==> src/rtl/sysopt_pkg.sv <==
package sysopt_pkg;

	// register map, byte addresses on the APB
	localparam logic [7:0] CFG_OFFSET  = 8'h00;
	localparam logic [7:0] STAT_OFFSET = 8'h04;

	// option field positions inside the configuration word
	localparam int XTAL_BIT    = 0;
	localparam int OSCSTOP_BIT = 1;
	localparam int BAUDSRC_BIT = 2;
	localparam int WDRATE_BIT  = 3;
	localparam int LVMSTOP_BIT = 4;
	localparam int LVMRSTD_BIT = 5;
	localparam int LVMPWRD_BIT = 6;
	localparam int CFG_WIDTH   = 7;

	// status field positions
	localparam int STABLE_BIT  = 0;
	localparam int INSTOP_BIT  = 1;
	localparam int LVMON_BIT   = 2;

	localparam logic [CFG_WIDTH-1:0] CFG_RESET = 7'h00;

	// stabilisation counts in external clock cycles
	localparam logic [12:0] STAB_XTAL_CYCLES = 13'h1000;
	localparam logic [12:0] STAB_EXT_CYCLES  = 13'h0010;

	// watchdog timeouts in oscillator output cycles
	localparam logic [17:0] WDOG_SHORT_CYCLES = 18'h0_1FF0;
	localparam logic [17:0] WDOG_LONG_CYCLES  = 18'h3_FFF0;

	// bus clock is a quarter of the oscillator output clock
	localparam logic [1:0] BUS_DIV_LAST = 2'h3;

	// clock monitor acceptance windows, in Hz
	localparam int XTAL_LOW_MIN_HZ  = 30000;
	localparam int XTAL_LOW_MAX_HZ  = 100000;
	localparam int XTAL_HIGH_MIN_HZ = 1000000;
	localparam int XTAL_HIGH_MAX_HZ = 8000000;
	localparam int EXT_MIN_HZ       = 60;
	localparam int EXT_MAX_HZ       = 32000000;

	typedef struct packed {
		logic lvm_power_down;
		logic lvm_reset_disable;
		logic lvm_stop_enable;
		logic watchdog_rate_select;
		logic serial_clock_select;
		logic osc_run_in_stop;
		logic crystal_enable;
	} cfg_t;

	typedef struct packed {
		logic        psel;
		logic        penable;
		logic        pwrite;
		logic [7:0]  paddr;
		logic [31:0] pwdata;
	} apb_req_t;

endpackage : sysopt_pkg

==> src/rtl/sysopt_cfg.sv <==
// The APB interface to the registers and the register offsets were left to the implementer.
`timescale 1ns/1ps
module sysopt_cfg #(
	parameter logic [17:0] P_WDOG_SHORT = sysopt_pkg::WDOG_SHORT_CYCLES,
	parameter logic [17:0] P_WDOG_LONG  = sysopt_pkg::WDOG_LONG_CYCLES
) (
	input  wire logic        I_CLK,
	input  wire logic        I_RESET_N,
	input  wire logic        I_PSEL,
	input  wire logic        I_PENABLE,
	input  wire logic        I_PWRITE,
	input  wire logic [7:0]  I_PADDR,
	input  wire logic [31:0] I_PWDATA,
	output logic      [31:0] O_PRDATA,
	output logic             O_PREADY,
	output logic             O_PSLVERR,
	input  wire logic        I_STOP_MODE,
	input  wire logic        I_INT_CLK_EN,
	input  wire logic        I_EXT_CLK_PIN,
	input  wire logic        I_EXT_GEN_ON,
	input  wire logic        I_SEL_EXT,
	input  wire logic        I_WDOG_SERVICE,
	input  wire logic        I_LVM_RESET_REQ,
	output logic             O_PIN_CRYSTAL,
	output logic             O_MON_XTAL_RANGE,
	output logic             O_INT_CLK_EN,
	output logic             O_EXT_CLK_EN,
	output logic             O_EXT_STABLE,
	output logic             O_OSC_OUT_EN,
	output logic             O_BUS_CLK_EN,
	output logic             O_BAUD_CLK_EN,
	output logic             O_WDOG_TIMEOUT,
	output logic             O_LVM_ACTIVE,
	output logic             O_SYS_RESET_REQ
);

	sysopt_pkg::cfg_t     cfg_q;
	sysopt_pkg::apb_req_t req;
	logic [31:0]          rdata_q;
	logic                 ext_s1_q;
	logic                 ext_s2_q;
	logic                 ext_s3_q;
	logic                 ext_edge;
	logic                 clk_allowed;
	logic                 ext_gen_eff;
	logic [12:0]          stab_cnt_q;
	logic [12:0]          stab_limit;
	logic                 stable_q;
	logic                 osc_tick;
	logic [1:0]           bus_div_q;
	logic [17:0]          wd_cnt_q;
	logic [17:0]          wd_limit;
	logic                 wd_timeout_q;
	logic                 cfg_wr;
	logic                 addr_cfg;
	logic                 addr_stat;

	// address decode, used by both the data path and the error answer
	function automatic logic hit(input logic [7:0] a, input logic [7:0] off);
		hit = (a == off);
	endfunction : hit

	assign req = '{psel: I_PSEL, penable: I_PENABLE, pwrite: I_PWRITE, paddr: I_PADDR, pwdata: I_PWDATA};
	assign addr_cfg  = hit(req.paddr, sysopt_pkg::CFG_OFFSET);
	assign addr_stat = hit(req.paddr, sysopt_pkg::STAT_OFFSET);
	assign cfg_wr    = req.psel && req.penable && req.pwrite && addr_cfg;

	// zero wait states; writes to status or unmapped space answer with an error
	assign O_PREADY  = 1'b1;
	assign O_PSLVERR = req.psel && req.penable && !(addr_cfg || (addr_stat && !req.pwrite));
	assign O_PRDATA  = rdata_q;

	// option register, cleared by reset
	always_ff @(posedge I_CLK) begin
		if (!I_RESET_N) begin
			cfg_q <= sysopt_pkg::cfg_t'(sysopt_pkg::CFG_RESET);
		end else if (cfg_wr) begin
			cfg_q <= sysopt_pkg::cfg_t'(req.pwdata[sysopt_pkg::CFG_WIDTH-1:0]);
		end
	end

	// read data captured in the setup phase so it leaves a flop
	always_ff @(posedge I_CLK) begin
		if (!I_RESET_N) begin
			rdata_q <= 32'h0000_0000;
		end else if (req.psel && !req.penable) begin
			rdata_q <= 32'h0000_0000;
			if (addr_cfg) begin
				rdata_q[sysopt_pkg::CFG_WIDTH-1:0] <= cfg_q;
			end else if (addr_stat) begin
				rdata_q[sysopt_pkg::STABLE_BIT] <= stable_q;
				rdata_q[sysopt_pkg::INSTOP_BIT] <= I_STOP_MODE;
				rdata_q[sysopt_pkg::LVMON_BIT]  <= O_LVM_ACTIVE;
			end
		end
	end

	// decoded option outputs straight from the register
	assign O_PIN_CRYSTAL    = cfg_q.crystal_enable;
	assign O_MON_XTAL_RANGE = cfg_q.crystal_enable;

	// external clock pin: two-flop synchroniser, third flop for the edge
	always_ff @(posedge I_CLK) begin
		if (!I_RESET_N) begin
			ext_s1_q <= 1'b0;
			ext_s2_q <= 1'b0;
			ext_s3_q <= 1'b0;
		end else begin
			ext_s1_q <= I_EXT_CLK_PIN;
			ext_s2_q <= ext_s1_q;
			ext_s3_q <= ext_s2_q;
		end
	end
	assign ext_edge = ext_s2_q && !ext_s3_q;

	// stop mode gates every clock unless run-in-stop is chosen
	assign clk_allowed  = !I_STOP_MODE || cfg_q.osc_run_in_stop;
	assign ext_gen_eff  = I_EXT_GEN_ON && clk_allowed;
	assign O_INT_CLK_EN = I_INT_CLK_EN && clk_allowed;
	assign O_EXT_CLK_EN = ext_edge && ext_gen_eff;

	// crystal needs the long settle, a driven clock only the short one
	assign stab_limit = cfg_q.crystal_enable ? sysopt_pkg::STAB_XTAL_CYCLES
	                                         : sysopt_pkg::STAB_EXT_CYCLES;

	// stabilisation divider restarts whenever the generator is off or stopped
	always_ff @(posedge I_CLK) begin
		if (!I_RESET_N || !ext_gen_eff) begin
			stab_cnt_q <= 13'h0000;
		end else if (O_EXT_CLK_EN && stab_cnt_q < stab_limit) begin
			stab_cnt_q <= stab_cnt_q + 13'h0001;
		end
	end

	// stable flag, dropped with the generator
	always_ff @(posedge I_CLK) begin
		if (!I_RESET_N || !ext_gen_eff) begin
			stable_q <= 1'b0;
		end else if (stab_cnt_q >= stab_limit) begin
			stable_q <= 1'b1;
		end
	end
	assign O_EXT_STABLE = stable_q;

	// external source only once it has settled, else internal
	assign osc_tick     = (I_SEL_EXT && stable_q) ? O_EXT_CLK_EN : O_INT_CLK_EN;
	assign O_OSC_OUT_EN = osc_tick;

	// bus clock: every fourth oscillator tick
	always_ff @(posedge I_CLK) begin
		if (!I_RESET_N) begin
			bus_div_q <= 2'h0;
		end else if (osc_tick) begin
			bus_div_q <= bus_div_q + 2'h1;
		end
	end
	assign O_BUS_CLK_EN  = osc_tick && (bus_div_q == sysopt_pkg::BUS_DIV_LAST);
	assign O_BAUD_CLK_EN = cfg_q.serial_clock_select ? O_BUS_CLK_EN : osc_tick;

	// watchdog counts oscillator cycles; short period with the select set
	assign wd_limit = cfg_q.watchdog_rate_select ? P_WDOG_SHORT : P_WDOG_LONG;

	always_ff @(posedge I_CLK) begin
		if (!I_RESET_N || I_WDOG_SERVICE) begin
			wd_cnt_q     <= 18'h0_0000;
			wd_timeout_q <= 1'b0;
		end else begin
			wd_timeout_q <= 1'b0;
			if (osc_tick) begin
				if (wd_cnt_q >= wd_limit - 18'h0_0001) begin
					wd_cnt_q     <= 18'h0_0000;
					wd_timeout_q <= 1'b1;
				end else begin
					wd_cnt_q <= wd_cnt_q + 18'h0_0001;
				end
			end
		end
	end
	assign O_WDOG_TIMEOUT = wd_timeout_q;

	// monitor power; power-down overrides the stop-mode enable
	assign O_LVM_ACTIVE = !I_STOP_MODE || (cfg_q.lvm_stop_enable && !cfg_q.lvm_power_down);
	// a disabled monitor cannot raise reset either
	assign O_SYS_RESET_REQ = I_LVM_RESET_REQ && O_LVM_ACTIVE && !cfg_q.lvm_reset_disable;
endmodule : sysopt_cfg

==> config.mk <==
export PLATFORM = sky130hd
export DESIGN_NAME = sysopt_cfg
export DESIGN_NICKNAME = d
export VERILOG_FILES = /design/src/rtl/sysopt_pkg.sv /design/src/rtl/sysopt_cfg.sv
export SDC_FILE = /design/constraint.sdc
export NUM_CORES = 1
export LEC_CHECK = 0
export BUFFER_PORTS_ARGS = -buffer_cell sky130_fd_sc_hd__buf_4
export CAP_MARGIN = 10
export CELL_PAD_IN_SITES_DETAIL_PLACEMENT = 1
export CELL_PAD_IN_SITES_GLOBAL_PLACEMENT = 2
export CORE_ASPECT_RATIO = 0.5
export CORE_MARGIN = 4
export CORE_UTILIZATION = 29
export CTS_CLUSTER_DIAMETER = 40
export DETAILED_ROUTE_END_ITERATION = 6
export MAX_ROUTING_LAYER = met4
export PLACE_DENSITY = 0.87
export SYNTH_ARGS = -nofsm -noshare
export SYNTH_HDL_FRONTEND = slang
export SYNTH_SLANG_ARGS = --single-unit
==> constraint.sdc <==
create_clock -name I_CLK -period 3.2 [get_ports I_CLK]
set_input_delay 0.96 -clock I_CLK [delete_from_list [all_inputs] [get_ports I_CLK]]
set_output_delay 0.96 -clock I_CLK [all_outputs]
set_load 0.005 [all_outputs]
==> reports/results.txt <==
In this run the tightest slew margin relative to its limit is 58.5%. After floorplanning, the core was sized to cover 9700 sq um. Averaged over all synthesized cells, the footprint is 8.39 sq um. The worst path arrival time is 2.00 ns, and the clock transition at the registers of the reported paths is 0.07 ns.

For the total setup violations reported at the end of the flow, the log shows 0. After filler insertion, the fill cell instance count of the layout stands at 1,194. Summing all multi-input logic gate instances after layout gives 1690 sq um. Dividing the detail-routed wire length by the instance count gives 14.1 microns. The worst hold path belongs to the class reg2reg.

At the later pin of the worst-skew pair, clock insertion delay measures 0.30 ns. The final number of hold-violating endpoints is 0, and the top-area cell type share of the netlist area is 35.1%. The final weighted congestion in routability-driven placement is 0.776, and the peak per-stage delay on the critical path is 0.29 ns.

The cell sitting at the root of the clock tree is a sky130_fd_sc_hd__clkbuf_16. For the data required time at the worst endpoint, the log shows 2.24 ns. The floorplan has 25 rows. Entering global routing, the biggest net connects 23 pins. The Yosys step of the flow raised 0 warnings.

The floorplan step defined a die boundary enclosing 12,000 sq um. Wires add up to 7500 microns. The worst-case IR drop observed on VDD is 0.197 mV. The tools report the number of gates resized after cts as 0. In this design, the largest share of critical-path delay is due to simple AND/OR/NAND/NOR gates. The design draws 0.00130 W. Setup repair after global routing left no endpoint under its margin. The tool flagged a number of max-cap violations equal to 0. In this run the vertical extent of the chip is 79.6 microns.

The detailed router placed 2,584 vias in this run. The ratio of cells with drive above 1 in the final layout was 16.9%. The slowest cell on the critical path was sky130_fd_sc_hd__and2_1. Counting I/O delays and the setup requirement, the final critical path takes 2.96 ns.

Once detail routing completed, the nets flagged for antenna violations numbered 0. The H-tree was split into 2 levels. The critical path contains buffers and inverters numbering 2 combined. TritonCTS built the clock tree. Traced cell by cell, the critical path runs through buf_4, and2_1, nand3b_1, and2_1, a21oi_1, buf_4. The number of antenna violations at the first check in global routing was 0.

The achievable clock frequency was 338 MHz; the detailed-route vias per instance was 4.86. Counting every instance in the synthesized netlist gives 354. In the final layout, flip-flops and latches occupy 1040 sq um.

No sink is reached through more buffers than the 2 on the longest clock path. The critical path launch point type is a primary input. During placement, the flow inserted port buffers numbering 45. The most area-hungry cell type in the Yosys netlist is sky130_fd_sc_hd__dfxtp_1. Number of DRC markers in iteration 0: 96.

At the end of the flow, the number of nets in the layout was 459. After global routing the overflow that remains totals 0. Detailed placement ended at an HPWL of 5360 microns. The power density relative to cell area was 373 nW/um^2; the fraction of the core area covered by cells at the end of the flow was 35.9%. In this run, synthesis produced a sequential element count of 52. For this run, the detailed router's first-pass iteration total came to 4. By area the synthesized netlist is led by sky130_fd_sc_hd__dfxtp_1, sky130_fd_sc_hd__buf_4, sky130_fd_sc_hd__ha_1. The first global-routing pass estimated 12,300 microns of wire. For the sink count of the clock tree, the log shows 52. In the routed design, unresolved DRC markers number 0. The capturing element type of the critical path is an output port. 0 antenna diodes ended up in the layout. The run gives 50 as the number of distinct library cells after synthesis.

After clock tree synthesis, the setup repair step added 0 buffers. Among all flip-flop cells after synthesis, the most frequent one is sky130_fd_sc_hd__dfxtp_1. The peak fanout along the critical path came out at 6. The area growth from synthesis to layout is 17.3%.

The logs give 0 ns for the final sum of negative setup slack and 30.6% for the initial cell density of the core. The floorplan step set the die width to 151 microns. The number of clock buffers added by TritonCTS is 5. For this run, the total global-route usage over all layers was measured as 12.8%. At the pin with the least slew margin, the transition time is 0.621 ns. Startpoint-to-endpoint class of the critical path: in2out. The number of global-route vias before repair was 2,592. Of the synthesized area, sequential elements account for 35.1%. Proportion of synthesized flip-flops having asynchronous set or reset: 0%.

The total I/O pin count was 97. For the leakage power total, the log shows 1.29 nW. The flow ran to the end, and the final reports show no timing, DRC or antenna violations. Of the available clock period, the critical path in the final layout requires 92.5%. The netlist area before placement came out at 2970 sq um.

The logs give 0 for the count of pins over their slew limit and 0.00692 ns for the post-route clock skew. The count of hold buffers inserted by post-cts repair came out at 0. The synthesized design contains 0 enable-type register cells.
-- per-stage QoR --
step	setup slack, ns	cell area (sq um)	hold slack, ns	instances
after floorplan	0.310	3060	0.412	378
after global placement	0.225	3330	0.424	524
after detailed placement	0.220	3330	0.423	524
after CTS	0.208	3480	0.440	532
after global routing	0.114	3480	0.463	532
final	0.239	3480	0.433	532
-- Yosys cell counts (2+ instances only) --
cell type                   number
sky130_fd_sc_hd__a32oi_1         2
sky130_fd_sc_hd__conb_1          2
sky130_fd_sc_hd__and3_2          3
sky130_fd_sc_hd__a21oi_1         9
sky130_fd_sc_hd__and3_1          4
sky130_fd_sc_hd__buf_6           3
sky130_fd_sc_hd__nor3b_1         3
sky130_fd_sc_hd__and4_1          3
sky130_fd_sc_hd__and2_1         11
sky130_fd_sc_hd__a2111oi_0       2
sky130_fd_sc_hd__o211ai_1        2
sky130_fd_sc_hd__mux2i_1         9
sky130_fd_sc_hd__a22oi_1         4
sky130_fd_sc_hd__nor4_1          8
sky130_fd_sc_hd__nand4b_1        5
sky130_fd_sc_hd__a211oi_1        2
sky130_fd_sc_hd__nand3_1        25
sky130_fd_sc_hd__nand2b_1        3
sky130_fd_sc_hd__nor3_1          7
sky130_fd_sc_hd__nand4_1         7
sky130_fd_sc_hd__buf_4          27
sky130_fd_sc_hd__xnor2_1        13
sky130_fd_sc_hd__o31ai_1         2
sky130_fd_sc_hd__or3_1           2
sky130_fd_sc_hd__nand3b_1        5
sky130_fd_sc_hd__clkbuf_1        9
sky130_fd_sc_hd__nor2b_1        15
sky130_fd_sc_hd__nand2_1        32
sky130_fd_sc_hd__o21ai_0         9
sky130_fd_sc_hd__nor2_1         23
sky130_fd_sc_hd__a31oi_1        13
sky130_fd_sc_hd__ha_1           11
sky130_fd_sc_hd__dfxtp_1        52
sky130_fd_sc_hd__inv_1          11
-- worst register-to-register path, delay by kind of cell, from the launching register on --
family | cells | cell delay [ns]
AND/OR/NAND/NOR | 2 | 0.80
flip-flops | 1 | 0.43
buffers and inverters | 3 | 0.41
adder cells (fa/ha/maj) | 1 | 0.30
AO/OA/AOI/OAI | 2 | 0.26
-- final cells by class --
class / instances / area share, %
flip-flops and latches: 52 / 29.9
repair buffers: 52 / 11.2
well taps: 135 / 4.85
clock inverters: 2 / 0.431
inverters: 11 / 1.19
multi-input cells: 274 / 48.5
clock buffers: 6 / 3.99
-- layout by cell type (no fill, tap or decap), types with 3 or more instances in the layout --
cell                        count
sky130_fd_sc_hd__a21oi_1        9
sky130_fd_sc_hd__a22oi_1        4
sky130_fd_sc_hd__a31oi_1       13
sky130_fd_sc_hd__and2_1        11
sky130_fd_sc_hd__and3_1         4
sky130_fd_sc_hd__and3_2         3
sky130_fd_sc_hd__and4_1         3
sky130_fd_sc_hd__buf_4         52
sky130_fd_sc_hd__clkbuf_16      5
sky130_fd_sc_hd__conb_1        26
sky130_fd_sc_hd__dfxtp_1       52
sky130_fd_sc_hd__ha_1          11
sky130_fd_sc_hd__inv_1         11
sky130_fd_sc_hd__mux2i_1        9
sky130_fd_sc_hd__nand2_1       32
sky130_fd_sc_hd__nand2b_1       3
sky130_fd_sc_hd__nand3_1       25
sky130_fd_sc_hd__nand3b_1       5
sky130_fd_sc_hd__nand4_1        7
sky130_fd_sc_hd__nand4b_1       5
sky130_fd_sc_hd__nor2_1        23
sky130_fd_sc_hd__nor2b_1       15
sky130_fd_sc_hd__nor3_1         7
sky130_fd_sc_hd__nor3b_1        3
sky130_fd_sc_hd__nor4_1         8
sky130_fd_sc_hd__o21ai_0        9
sky130_fd_sc_hd__xnor2_1       13
-- metal layers --
| layer | GRT usage (%) | part of all wire [%] |
|---|---|---|
| met5 | - | 0 |
| met4 | 3.25 | 0.87 |
| met3 | 2.78 | 4.2 |
| met2 | 20.9 | 46 |
| met1 | 16.3 | 49 |
-- sequential cells by signal (all words and copies together) (netlist names) --
register          flops
cfg_q                 6
O_EXT_STABLE          1
ext_s3_q              1
O_MON_XTAL_RANGE      1
ext_s2_q              1
O_WDOG_TIMEOUT        1
bus_div_q             2
wd_cnt_q             18
O_PRDATA              7
stab_cnt_q           13
ext_s1_q              1
-- power breakdown --
group / internal, W / total [W] / switching [W]
Sequential: 0.000650 / 0.000652 / 0.00000194
Combinational: 0.0000407 / 0.0000880 / 0.0000474
Clock: 0.000312 / 0.000560 / 0.000248
-- cells by family after synthesis --
group	share of synthesized area (%)
flip-flops	35.1
multiplexers	3.03
adder cells (fa/ha/maj)	4.64
AND/OR/NAND/NOR	31.5
buffers and inverters	11.1
other	0.253
XOR/XNOR	3.83
AO/OA/AOI/OAI	10.6
-- final timing paths --
path | start | slack, ns | endpoint | cells after the start
worst max-delay path | I_SEL_EXT | 0.24 | O_BAUD_CLK_EN | 6
worst min-delay path | ext_s1_q | 0.43 | ext_s2_q | 1
worst max register to register | O_MON_XTAL_RANGE | 0.92 | stab_cnt_q[9] | 8
worst min register to register | ext_s1_q | 0.43 | ext_s2_q | 1
Power figures use the tool's default switching activity.
